--- src/rtl/dpp_pkg.sv ---
// package: offsets, field positions, reset values and codes of the debug port pin block
package dpp_pkg;
    // register byte offsets
    localparam logic [7:0] OFF_PORTCTRL = 8'h00;
    localparam logic [7:0] OFF_CFG0     = 8'h04;
    localparam logic [7:0] OFF_STATUS   = 8'h08;
    localparam logic [7:0] OFF_MASK     = 8'h0c;
    localparam logic [7:0] OFF_SESSION  = 8'h10;
    // field positions
    localparam int BIT_SCAN_EN  = 3;
    localparam int BIT_TRACE_EN = 2;
    localparam int BIT_PAIR_SEL = 3;
    localparam int BIT_DBG_LO   = 0;
    // reset values
    localparam logic SCAN_EN_RST  = 1'b1;
    localparam logic TRACE_EN_RST = 1'b0;
    localparam logic PAIR_SEL_RST = 1'b1;
    localparam logic [1:0] DBG_RST = 2'h3;
    localparam logic [1:0] DBG_OFF = 2'h3;
    // status / mask bits
    localparam int NUM_EVT     = 4;
    localparam int EVT_WDT_ERASE = 0;
    localparam int EVT_PROG_ABORT = 1;
    localparam int EVT_SER_EXIT = 2;
    localparam int EVT_DBG_EXIT = 3;
    // scan instruction codes
    localparam logic [4:0] CMD_SEL_VENDOR = 5'h04;
    localparam logic [4:0] CMD_SEL_EXT    = 5'h05;
    // trace
    localparam logic [3:0] TRACE_FLOW_CODE = 4'hf;
    localparam int TRACE_DIV = 2;
    // pad indices
    localparam int NUM_PADS   = 13;
    localparam int PAD_PDATA1 = 0;
    localparam int PAD_PDATA2 = 1;
    localparam int PAD_SDO    = 2;
    localparam int PAD_TCLK   = 3;
    localparam int PAD_TD0    = 4;
    localparam int PAD_PCLK1  = 8;
    localparam int PAD_PCLK2  = 9;
    localparam int PAD_SCK    = 10;
    localparam int PAD_SDI    = 11;
    localparam int PAD_SMS    = 12;

    typedef enum logic [0:0] {
        TAP_VENDOR = 1'b0,
        TAP_EXT    = 1'b1
    } dpp_tap_type;

    typedef struct packed {
        logic       scanClaim;
        logic       traceClaim;
        logic       progPri;
        logic       progAlt;
    } dpp_claim_type;

    typedef struct packed {
        logic [NUM_PADS-1:0] out;
        logic [NUM_PADS-1:0] oeN;
    } dpp_pads_type;
endpackage

--- src/rtl/dpp_port_select.sv ---
// debug port pin selection, session exit on resets, apb registers
//
// Function
// - master clear assertion during serial programming ends serial programming
// - master clear assertion ends extended debug session
// - watchdog reset never aborts a running chip erase
// - watchdog reset during erase sets the watchdog event flag
// - watchdog reset in extended debug returns to vendor controller
// - watchdog reset during flash programming aborts programming
// - serial programming is entered only through the master clear pin
// - master clear claims the scan port even with scan enable cleared
// - scan pins follow scan port enable bit 3
// - trace pins carry trace only when trace enable bit 2 set
// - primary programming clock chosen by pin pair select bit 3
// - programming data and alternate pins follow pair select and debug field
// - programming and debug session logic ignores interrupts
// - trace reports flow change on interrupt, trace itself unaffected
//
// Our own choices: the APB interface to the registers and the placing of the registers.
`timescale 1ns/1ns
`default_nettype none
module dpp_port_select (
    input  wire logic                         mclk,
    input  wire logic                         reset,
    input  wire logic                         psel,
    input  wire logic                         penable,
    input  wire logic                         pwrite,
    input  wire logic [7:0]                   paddr,
    input  wire logic [31:0]                  pwdata,
    output logic [31:0]                       prdata,
    output logic                              pready,
    output logic                              pslverr,
    output logic                              irq,
    input  wire logic                         masterClearPinN,
    input  wire logic [dpp_pkg::NUM_PADS-1:0] padIn,
    output dpp_pkg::dpp_pads_type             pads,
    input  wire dpp_pkg::dpp_pads_type        altPads,
    output dpp_pkg::dpp_claim_type            claim,
    input  wire logic                         progEnterReq,
    input  wire logic                         progDrive,
    input  wire logic                         progDataOut,
    output logic                              progBitValid,
    output logic                              progBit,
    input  wire logic                         scanDataOut,
    input  wire logic                         instrValid,
    input  wire logic [4:0]                   instrCode,
    output logic                              tapExtended,
    input  wire logic                         watchdogReset,
    input  wire logic                         eraseBusy,
    input  wire logic                         flashProgBusy,
    output logic                              progAbort,
    input  wire logic                         interruptTaken,
    input  wire logic [3:0]                   traceWord,
    output logic                              traceFlowMark
);
    localparam int NP = dpp_pkg::NUM_PADS;
    localparam int NE = dpp_pkg::NUM_EVT;

    logic [1:0]    mclrSync_q;
    logic          mclrOld_q;
    logic [NP-1:0] padSync1_q;
    logic [NP-1:0] padSync2_q;
    logic          pclkOld_q;
    logic          scanEn_q;
    logic          traceEn_q;
    logic          pairSel_q;
    logic [1:0]    dbgCfg_q;
    logic [NE-1:0] status_q;
    logic [NE-1:0] mask_q;
    logic [NE-1:0] evtSet;
    logic [NE-1:0] rdClr;
    logic          serProg_q;
    dpp_pkg::dpp_tap_type tap_q;
    logic [31:0]   prdata_q;
    logic          irq_q;
    logic          progAbort_q;
    logic          progBitValid_q;
    logic          progBit_q;
    logic          traceTick_q;
    logic          tclk_q;
    logic          flowPend_q;
    logic          flowMark_q;
    dpp_pkg::dpp_pads_type pads_q;
    dpp_pkg::dpp_claim_type claim_d;
    logic          mclrActive;
    logic          mclrRise;
    logic          setup;
    logic          access;
    logic          wrEn;
    logic          hit;
    logic          pclk;
    logic          pdata;
    logic          progPins;
    logic          wdtAbort;

    function automatic logic decode(input logic [7:0] a);
        decode = (a == dpp_pkg::OFF_PORTCTRL) || (a == dpp_pkg::OFF_CFG0) ||
                 (a == dpp_pkg::OFF_STATUS) || (a == dpp_pkg::OFF_MASK) ||
                 (a == dpp_pkg::OFF_SESSION);
    endfunction

    // pins are asynchronous, two flops before any use
    always_ff @(posedge mclk) begin
        if (reset) begin
            mclrSync_q <= 2'h0;
            mclrOld_q  <= 1'b0;
            padSync1_q <= '0;
            padSync2_q <= '0;
            pclkOld_q  <= 1'b0;
        end else begin
            mclrSync_q <= {mclrSync_q[0], ~masterClearPinN};
            mclrOld_q  <= mclrSync_q[1];
            padSync1_q <= padIn;
            padSync2_q <= padSync1_q;
            pclkOld_q  <= pclk;
        end
    end

    assign mclrActive = mclrSync_q[1];
    assign mclrRise   = mclrSync_q[1] & ~mclrOld_q;

    // apb decode; slave always ready, unmapped addresses answer with error
    assign setup   = psel & ~penable;
    assign access  = psel & penable;
    assign hit     = decode(paddr);
    assign wrEn    = access & pwrite & hit;
    assign pready  = 1'b1;
    assign pslverr = access & ~hit;
    assign prdata  = prdata_q;

    // read data captured in setup so the status clear matches what was returned
    always_ff @(posedge mclk) begin
        if (reset) begin
            prdata_q <= 32'h0;
        end else if (setup && !pwrite) begin
            case (paddr)
                dpp_pkg::OFF_PORTCTRL: prdata_q <= {28'h0, scanEn_q, traceEn_q, 2'h0};
                dpp_pkg::OFF_CFG0:     prdata_q <= {28'h0, pairSel_q, 1'b0, dbgCfg_q};
                dpp_pkg::OFF_STATUS:   prdata_q <= {28'h0, status_q};
                dpp_pkg::OFF_MASK:     prdata_q <= {28'h0, mask_q};
                dpp_pkg::OFF_SESSION:  prdata_q <= {26'h0, tap_q, serProg_q,
                                                    claim_d.scanClaim, claim_d.traceClaim,
                                                    claim_d.progPri, claim_d.progAlt};
                default:               prdata_q <= 32'h0;
            endcase
        end
    end

    always_ff @(posedge mclk) begin
        if (reset) begin
            scanEn_q  <= dpp_pkg::SCAN_EN_RST;
            traceEn_q <= dpp_pkg::TRACE_EN_RST;
            pairSel_q <= dpp_pkg::PAIR_SEL_RST;
            dbgCfg_q  <= dpp_pkg::DBG_RST;
            mask_q    <= '0;
        end else if (wrEn) begin
            case (paddr)
                dpp_pkg::OFF_PORTCTRL: begin
                    scanEn_q  <= pwdata[dpp_pkg::BIT_SCAN_EN];
                    traceEn_q <= pwdata[dpp_pkg::BIT_TRACE_EN];
                end
                dpp_pkg::OFF_CFG0: begin
                    pairSel_q <= pwdata[dpp_pkg::BIT_PAIR_SEL];
                    dbgCfg_q  <= pwdata[dpp_pkg::BIT_DBG_LO +: 2];
                end
                dpp_pkg::OFF_MASK: mask_q <= pwdata[NE-1:0];
                default: mask_q <= mask_q;
            endcase
        end
    end

    // serial programming session; no interrupt input reaches it
    always_ff @(posedge mclk) begin
        if (reset) begin
            serProg_q <= 1'b0;
        end else if (serProg_q && mclrRise) begin
            serProg_q <= 1'b0;
        end else if (progEnterReq && mclrActive) begin
            serProg_q <= 1'b1;
        end
    end

    // scan controller choice
    always_ff @(posedge mclk) begin
        if (reset) begin
            tap_q <= dpp_pkg::TAP_VENDOR;
        end else if (mclrActive || watchdogReset) begin
            tap_q <= dpp_pkg::TAP_VENDOR;
        end else if (instrValid && instrCode == dpp_pkg::CMD_SEL_EXT) begin
            tap_q <= dpp_pkg::TAP_EXT;
        end else if (instrValid && instrCode == dpp_pkg::CMD_SEL_VENDOR) begin
            tap_q <= dpp_pkg::TAP_VENDOR;
        end
    end
    assign tapExtended = (tap_q == dpp_pkg::TAP_EXT);

    // erase keeps running; only a programming sequence outside erase is cut
    assign wdtAbort = watchdogReset & flashProgBusy & ~eraseBusy;

    always_ff @(posedge mclk) begin
        if (reset) begin
            progAbort_q <= 1'b0;
        end else begin
            progAbort_q <= wdtAbort;
        end
    end
    assign progAbort = progAbort_q;

    // sticky events; a set in the clearing cycle survives
    always_comb begin
        evtSet = '0;
        evtSet[dpp_pkg::EVT_WDT_ERASE]  = watchdogReset & eraseBusy;
        evtSet[dpp_pkg::EVT_PROG_ABORT] = wdtAbort;
        evtSet[dpp_pkg::EVT_SER_EXIT]   = serProg_q & mclrRise;
        evtSet[dpp_pkg::EVT_DBG_EXIT]   = tapExtended & (mclrActive | watchdogReset);
    end
    assign rdClr = (access && !pwrite && paddr == dpp_pkg::OFF_STATUS) ?
                   prdata_q[NE-1:0] : '0;

    always_ff @(posedge mclk) begin
        if (reset) begin
            status_q <= '0;
            irq_q    <= 1'b0;
        end else begin
            status_q <= (status_q & ~rdClr) | evtSet;
            irq_q    <= |(status_q & mask_q);
        end
    end
    assign irq = irq_q;

    // pin claims
    assign progPins = serProg_q | (dbgCfg_q != dpp_pkg::DBG_OFF);
    always_comb begin
        claim_d.scanClaim  = scanEn_q | mclrActive;
        claim_d.traceClaim = traceEn_q;
        claim_d.progPri    = progPins & pairSel_q;
        claim_d.progAlt    = progPins & ~pairSel_q;
    end
    assign claim = claim_d;

    // serial link: the programming clock is sampled and its rising edges found
    assign pclk  = pairSel_q ? padSync2_q[dpp_pkg::PAD_PCLK1] : padSync2_q[dpp_pkg::PAD_PCLK2];
    assign pdata = pairSel_q ? padSync2_q[dpp_pkg::PAD_PDATA1] : padSync2_q[dpp_pkg::PAD_PDATA2];

    always_ff @(posedge mclk) begin
        if (reset) begin
            progBitValid_q <= 1'b0;
            progBit_q      <= 1'b0;
        end else begin
            progBitValid_q <= progPins & pclk & ~pclkOld_q;
            if (progPins && pclk && !pclkOld_q) begin
                progBit_q <= pdata;
            end
        end
    end
    assign progBitValid = progBitValid_q;
    assign progBit      = progBit_q;

    // trace clock runs at half the trace beat rate from a one-cycle enable
    always_ff @(posedge mclk) begin
        if (reset) begin
            traceTick_q <= 1'b0;
            tclk_q      <= 1'b0;
        end else if (traceEn_q) begin
            traceTick_q <= ~traceTick_q;
            if (traceTick_q) begin
                tclk_q <= ~tclk_q;
            end
        end else begin
            traceTick_q <= 1'b0;
            tclk_q      <= 1'b0;
        end
    end

    // interrupt only adds a marker beat; the trace pacing never pauses
    always_ff @(posedge mclk) begin
        if (reset) begin
            flowPend_q <= 1'b0;
            flowMark_q <= 1'b0;
        end else begin
            flowMark_q <= traceEn_q & traceTick_q & tclk_q & flowPend_q;
            if (!traceEn_q) begin
                flowPend_q <= 1'b0;
            end else if (interruptTaken) begin
                flowPend_q <= 1'b1;
            end else if (traceTick_q && tclk_q) begin
                flowPend_q <= 1'b0;
            end
        end
    end
    assign traceFlowMark = flowMark_q;

    // pad drivers: claimed pins take port values, the rest keep the alternate
    always_ff @(posedge mclk) begin
        if (reset) begin
            pads_q.out <= '0;
            pads_q.oeN <= '1;
        end else begin
            pads_q <= altPads;
            if (claim_d.scanClaim) begin
                pads_q.out[dpp_pkg::PAD_SDO] <= scanDataOut;
                pads_q.oeN[dpp_pkg::PAD_SDO] <= 1'b0;
                pads_q.oeN[dpp_pkg::PAD_SCK] <= 1'b1;
                pads_q.oeN[dpp_pkg::PAD_SDI] <= 1'b1;
                pads_q.oeN[dpp_pkg::PAD_SMS] <= 1'b1;
            end
            if (claim_d.progPri) begin
                pads_q.oeN[dpp_pkg::PAD_PCLK1]  <= 1'b1;
                pads_q.out[dpp_pkg::PAD_PDATA1] <= progDataOut;
                pads_q.oeN[dpp_pkg::PAD_PDATA1] <= ~progDrive;
            end
            if (claim_d.progAlt) begin
                pads_q.oeN[dpp_pkg::PAD_PCLK2]  <= 1'b1;
                pads_q.out[dpp_pkg::PAD_PDATA2] <= progDataOut;
                pads_q.oeN[dpp_pkg::PAD_PDATA2] <= ~progDrive;
            end
            if (claim_d.traceClaim) begin
                pads_q.out[dpp_pkg::PAD_TCLK] <= tclk_q;
                pads_q.oeN[dpp_pkg::PAD_TCLK] <= 1'b0;
                pads_q.out[dpp_pkg::PAD_TD0 +: 4] <= flowPend_q ? dpp_pkg::TRACE_FLOW_CODE : traceWord;
                pads_q.oeN[dpp_pkg::PAD_TD0 +: 4] <= 4'h0;
            end
        end
    end
    assign pads = pads_q;
endmodule
`default_nettype wire

--- config.mk ---
export PLATFORM = sky130hd
export DESIGN_NAME = dpp_port_select
export DESIGN_NICKNAME = d
export VERILOG_FILES = /design/src/rtl/dpp_pkg.sv /design/src/rtl/dpp_port_select.sv
export SDC_FILE = /design/constraint.sdc
export NUM_CORES = 1
export LEC_CHECK = 0
export ABC_AREA = 1
export BUFFER_PORTS_ARGS = -buffer_cell sky130_fd_sc_hd__buf_2
export CAP_MARGIN = 10
export CORE_MARGIN = 1
export CORE_UTILIZATION = 39
export CTS_CLUSTER_DIAMETER = 60
export DETAILED_ROUTE_END_ITERATION = 8
export PLACE_DENSITY = 0.87
export SETUP_SLACK_MARGIN = 0.1
export SLEW_MARGIN = 20
export SYNTH_ARGS = -nofsm -noshare
export SYNTH_HDL_FRONTEND = slang
export SYNTH_SLANG_ARGS = --single-unit
--- constraint.sdc ---
create_clock -name mclk -period 1 [get_ports mclk]
set_clock_uncertainty 0.1 [all_clocks]
set_input_delay 0.15 -clock mclk [delete_from_list [all_inputs] [get_ports mclk]]
set_output_delay 0.15 -clock mclk [all_outputs]
set_load 0.01 [all_outputs]
==> results.ini, run 1 <==
[detailed_routing]
wl_per_cell_microns=15.0
drtIter0Drc=214
drc=0
drt_wl_total_microns=10300
vias=3241
first_pass_iters=4
avgViaCountPerCell=4.73
antenna_left=0

[worst_setup_path]
worstReg2RegStart=dbgCfg_q[1]$_SDFFE_PP1P_
cp-end-kind=output port
critPathLaunchType=flop
cp.arrival_ps=1180
critPathKind=reg -> out
path_max_fanout=2
critPathRequiredTime_ps=750
startpoint=dbgCfg_q[1]$_SDFFE_PP1P_

[pwr]
powerDensity_nw_per_um2=1160
p_total_mw=5.94
peakVddDrop_mv=1.32
p_leak_nw=2.43

[synthesis]
synthCells=379
synth.cell_area_sq_um=2820
ys_ff_latch=67
yosysWarnings=0
synth_edf_count=0
synth_cell_types=25
async_flop_share_pct=0
syn_avg_cell_area_sq_um=7.43
yosysSeqAreaShare_pct=47.6
synth_ff_type=dfxtp_1

[clocking]
cts_tree=yes
cts_max_level=3
cts_buffer_depth=2
cts_root_buffer=clkbuf_8
clk_latency_ps=340
cts.sinks=67
cts_buffers=9
path_clk_slew_ps=80

[hold_path]
min_path_type=in -> reg
hold_start=pwdata[1]

[floorplan]
chipHeight_microns=87
core.rowCount=30
fp.dieArea_sq_um=7570
core_area_sq_um=6870
die-width_microns=87
start_util_pct=41.0
io_pins=173

[global_route]
grt_overflow_total=0
met3_usage_pct=5.50
antenna_found_initial=0
use_met2_pct=48.5
grtUsageTotal_pct=25.0
grt_util_met1_pct=25.5
grt-busiest-layer=met2
grt_pass1_wl_microns=14400
grt_max_degree=23
first_global_vias=3166

[timing]
setup_tns_ps=-6040
fin_crit_sh_pct=143
rsz0062_at_grt=true
finalSetupViolations=70
worst_slack_ps=-431
max_clock_freq_mhz=699
finalMaxSlewViolations=0
fin_crit_ps=1430
whs_ps=10.3
finalHoldViolCount=0

[finish]
final_common_cell=buf_2
area_delta_synth_final_pct=81.3
nets=687
fin_area_sq_um=5110
layout-drive-gt1-share_pct=53.0
final_cell_mix=82 x buf_2, 54 x nor2_1, 47 x nand2_1, 44 x dlygate4sd3_1, 39 x buf_6
n_antenna_cell=0
fin_cells=685

[placed_design]
dpl-instance-area_sq_um=3600
portBuffers=108
place_hpwl_microns=5190
dpl.cell_count=595
routabilityCongestion=0.872

[run]
drv_cap=0

[run_status]
violations=setup timing
status=complete, but fails checks

## cells in the mapped netlist, types with 2 or more instances
library cell | number | area, sq um
nand3_4 | 2 | 35.0
nor2_1 | 69 | 259
nor3_1 | 7 | 35.0
dfxtp_1 | 67 | 1340
o21ai_0 | 16 | 80.1
nand4_1 | 5 | 31.3
nand3_1 | 21 | 105
nand2_1 | 78 | 293
nor2_2 | 2 | 12.5
nor3_2 | 2 | 20.0
nor3b_1 | 2 | 15.0
a21oi_1 | 15 | 75.1
nor2_4 | 2 | 22.5
buf_4 | 29 | 218
inv_1 | 46 | 173
clkbuf_1 | 6 | 22.5
conb_1 | 2 | 7.51
## worst max-delay path: stages, from the launching register on
cell	delay [ps]
dfxtp_2	350
nand2_2	70
nor2_4	150
buf_6	130
nor2_4	40
buf_6	110
## area by class of cell
cell class | count | area (sq um)
well taps | 96 | 120
flip-flops and latches | 67 | 1390
inverters | 46 | 191
clock inverters | 7 | 75.1
multi-input cells | 255 | 1530
fillers | 459 | 1760
clock buffers | 9 | 124
repair inverters | 1 | 11.3
repair buffers | 204 | 1660
## timing repair
item / 4_1_cts / 5_1_grt
resized for setup: 80 / 100
hold buffers: 45 / 1
setup buffers: 18 / 10
hold endpoints to repair: 39 / 1
gates cloned: 1 / 2
endpoints found under the setup margin: 77 / 92
pin swaps: 31 / 31
## kinds of logic after synthesis
family / synth area share [%]
compound gates: 6.71
buf+inv: 14.8
flops: 47.6
mux: 0.355
other cells: 0.267
simple gates: 30.2
## report_power, final
group / leakage (nW) / switching [mW] / internal [mW]
combinational: 1.77 / 0.436 / 0.435
sequential: 0.558 / 0.0387 / 2.75
clock: 0.100 / 1.11 / 1.16
## stage by stage
step / setup slack [ps] / utilization (%)
2_1_floorplan: -110 / -
3_3_place_gp: -285 / 52.3
3_5_place_dp: -386 / 52.3
4_1_cts: -400 / 67.8
5_1_grt: -466 / 74.4
6_report: -431 / 74.4
## state kept, by name, indices dropped and copies added (netlist names)
name and flops:
irq 1, progBitValid 1, scanEn_q 1, status_q 4
prdata 6, tapExtended 1, mclrOld_q 1, traceEn_q 1
progAbort 1, mask_q 4, serProg_q 1, traceTick_q 1
pairSel_q 1, pads 26, flowPend_q 1, pclkOld_q 1
progBit 1, traceFlowMark 1, padSync2_q 4, tclk_q 1
dbgCfg_q 2, mclrSync_q 2, padSync1_q 4
## final timing paths
path	slack, ps	endpoint	cells past startpoint
worst min-delay path	10	mask_q[1]$_SDFFE_PP0P_	3
worst max register to register	-400	prdata[1]$_SDFFE_PP0P_	9
worst min register to register	310	padSync2_q[8]$_SDFF_PP0_	2
worst max-delay path	-430	claim[1]	5
## per-layer routing
metal  vias to the layer above  wire [microns]
met5                         -               0
met4                         0             391
met3                        45             814
met2                       189            5340
met1                      1475            3710
li1                       1532               -
Power figures use the tool's default switching activity.
==> run 2: changes to the inputs <==
--- a/config.mk
+++ b/config.mk
@@ -5,14 +5,13 @@
 export SDC_FILE = /design/constraint.sdc
 export NUM_CORES = 1
 export LEC_CHECK = 0
-export ABC_AREA = 1
 export BUFFER_PORTS_ARGS = -buffer_cell sky130_fd_sc_hd__buf_2
 export CAP_MARGIN = 10
 export CORE_MARGIN = 1
-export CORE_UTILIZATION = 39
+export CORE_UTILIZATION = 38
 export CTS_CLUSTER_DIAMETER = 60
 export DETAILED_ROUTE_END_ITERATION = 8
-export PLACE_DENSITY = 0.87
+export PLACE_DENSITY = 0.86
 export SETUP_SLACK_MARGIN = 0.1
 export SLEW_MARGIN = 20
 export SYNTH_ARGS = -nofsm -noshare
==> run 2 against run 1 <==
The run ends with hold timing, setup timing left. Setup slack worse by 130 ps. Sequential share of layout area rose by 0.93 points. Clock power is 4% lower. Final cell count fell by 14%. Non-clock buffer count grew 7. Critical path type unchanged. Largest power group unchanged. Highest routed layer unchanged.
==> results.ini, run 2 <==
[worst_setup_path]
endpoint=claim[0]
reg2reg_depth=5
cp.arrival_ps=1310
critPathLaunchType=flop
critPathRequiredTime_ps=750
worstReg2RegStart=serProg_q$_SDFFE_PP0P_
cp-end-kind=output port
path_max_fanout=3
critPathKind=reg -> out
startpoint=serProg_q$_SDFFE_PP0P_
regToRegSetupSlack_ps=-420
reg2reg_to=pads[9]$_SDFF_PP1_

[detailed_routing]
avgViaCountPerCell=4.78
drt_wl_total_microns=8830
wl_per_cell_microns=14.9
vias=2824
drtIter0Drc=83
first_pass_iters=4
drc=0
antenna_left=0

[clocking]
path_clk_slew_ps=70
cts_root_buffer=clkbuf_8
cts_buffers=9
cts_max_level=3
cts_tree=yes
clk_latency_ps=350
cts_buffer_depth=2
ctsHoldBuffers=39
cts.sinks=67

[floorplan]
start_util_pct=39.6
io_pins=173
chipHeight_microns=86.4
fp.dieArea_sq_um=7470
die-width_microns=86.4
core.rowCount=30
core_area_sq_um=6830

[timing]
setup_tns_ps=-7700
fin_crit_sh_pct=156
finalHoldViolCount=8
max_clock_freq_mhz=642
whs_ps=-108
rsz0062_at_grt=true
finalMaxSlewViolations=0
fin_crit_ps=1560
finalSetupViolations=81
worst_slack_ps=-557

[global_route]
grt_overflow_total=0
use_met2_pct=43.9
grt-busiest-layer=met2
first_global_vias=2876
grt_util_met1_pct=23.6
grt_max_degree=17
grt_pass1_wl_microns=13200
met3_usage_pct=7.71
grtUsageTotal_pct=23.2
antenna_found_initial=0

[run_status]
violations=hold timing, setup timing
status=complete, but fails checks

[synthesis]
synth.cell_area_sq_um=2710
netlist_top_cells_count=67 x dfxtp_1, 29 x buf_4, 24 x nand2_1, 24 x nor2_1, 18 x a21oi_1
synth_cell_types=53
synthCells=280
synth_mux_area_share_pct=5.59
async_flop_share_pct=0
synth_top_family_by_area=simple AND/OR/NAND/NOR gates
synth_compound_area_share_pct=11.5
synth_top_cell_by_area=dfxtp_1
syn_avg_cell_area_sq_um=9.67
synth_top_area_share_pct=49.5
synthXorXnorAreaFrac_pct=0.323
synth_simple_gate_area_share_pct=22.0
yosysSeqAreaShare_pct=49.5
ys_ff_latch=67
synthTopCellsByArea=dfxtp_1 50%, buf_4 8.0%, mux2i_1 4.1%
yosysWarnings=0
synth_ff_type=dfxtp_1
synth.most_common_cell=dfxtp_1
synth_fa_ha_area_share_pct=0
synth_edf_count=0

[pwr]
p_total_mw=5.85
peakVddDrop_mv=1.16
p_leak_nw=2.21
powerDensity_nw_per_um2=1180

[placed_design]
dpl-instance-area_sq_um=3540
portBuffers=108
place_hpwl_microns=5220
dpl.cell_count=505
post-place-ws_ps=-376
routabilityCongestion=0.892

[finish]
final_cell_mix=73 x buf_2, 55 x buf_6, 40 x buf_4, 39 x dlygate4sd3_1, 36 x dfxtp_2
largest_reg_flops=26
nets=593
area_delta_synth_final_pct=83.0
fin_cells=591
final_common_cell=buf_2
layout-drive-gt1-share_pct=57.2
n_antenna_cell=0
fin_area_sq_um=4960

[hold_path]
min_path_type=in -> reg

[run]
drv_cap=0

==> run 2: cell count changes in the layout (fill, tap and decap cells not counted), moves of 7 or more <==
cell	before	now
buf_2	82	73
nor2_1	54	17
nand2_1	47	21
nand3_1	15	1
buf_4	32	40
inv_1	33	1
mux2i_1	0	8
nand2_2	27	1
dfxtp_2	29	36
nor2b_1	0	15
o21ai_2	9	2
nor2_4	11	4
buf_6	39	55
==> run 2: where the power goes <==
part	internal, mW	switching [mW]	total [mW]
clock network	1.22	0.977	2.20
registers	2.75	0.0405	2.79
logic	0.472	0.386	0.858
==> run 2: worst max-delay path, stage by stage (launching register included) <==
cell and delay [ps]:
dfxtp_2 330, nand3b_1 210, nand2b_1 160, inv_2 60
buf_6 110, buf_6 110
==> run 2: timing repair <==
action                                  in CTS  in global routing
pin swaps                                   27                 18
endpoints found under the hold margin       43                  7
buffers inserted                            22                 10
endpoints found under the setup margin      87                 94
gates cloned                                 0                  0
gates resized for setup                     82                 68
==> run 2: worst min-delay path by stage <==
stage / startpoint / to / slack, ps / cells past startpoint
2_1_floorplan: masterClearPinN / mclrSync_q[0]$_SDFF_PP0_ / 120 / 1
3_3_place_gp: masterClearPinN / mclrSync_q[0]$_SDFF_PP0_ / 210 / 2
3_5_place_dp: masterClearPinN / mclrSync_q[0]$_SDFF_PP0_ / 210 / 2
4_1_cts: altPads[8] / pads[8]$_SDFF_PP1_ / -110 / 2
5_1_grt: altPads[11] / pads[11]$_SDFF_PP1_ / -120 / 2
6_report: altPads[11] / pads[11]$_SDFF_PP1_ / -110 / 2
==> run 2: kinds of logic after synthesis <==
family                 count (synthesis)
multiplexers                          14
AO/OA/AOI/OAI                         48
XOR/XNOR                               1
other                                  2
buffers and inverters                 44
AND/OR/NAND/NOR                      104
flip-flops                            67
==> run 2: stage by stage <==
| stage | hold slack (ps) | util [%] |
|---|---|---|
| 3_3_place_gp | 209 | 51.9 |
| 4_1_cts | -112 | 67.6 |
| 3_5_place_dp | 210 | 51.9 |
| 2_1_floorplan | 117 | - |
| 5_1_grt | -119 | 72.5 |
| 6_report | -108 | 72.5 |
==> run 2: routing by layer <==
metal	vias to the layer above	part of all wire (%)
met5	-	0
met4	0	2.3
met2	118	55
li1	1331	-
met3	25	6.9
met1	1350	36
==> run 2: layout make-up <==
cell class,instances,area [sq um]
multi-input cells,194,1470
well taps,96,120
clock buffers,14,153
clock inverters,2,35.0
flip-flops and latches,67,1400
repair buffers,211,1750
fillers,470,1880
inverters,7,31.3
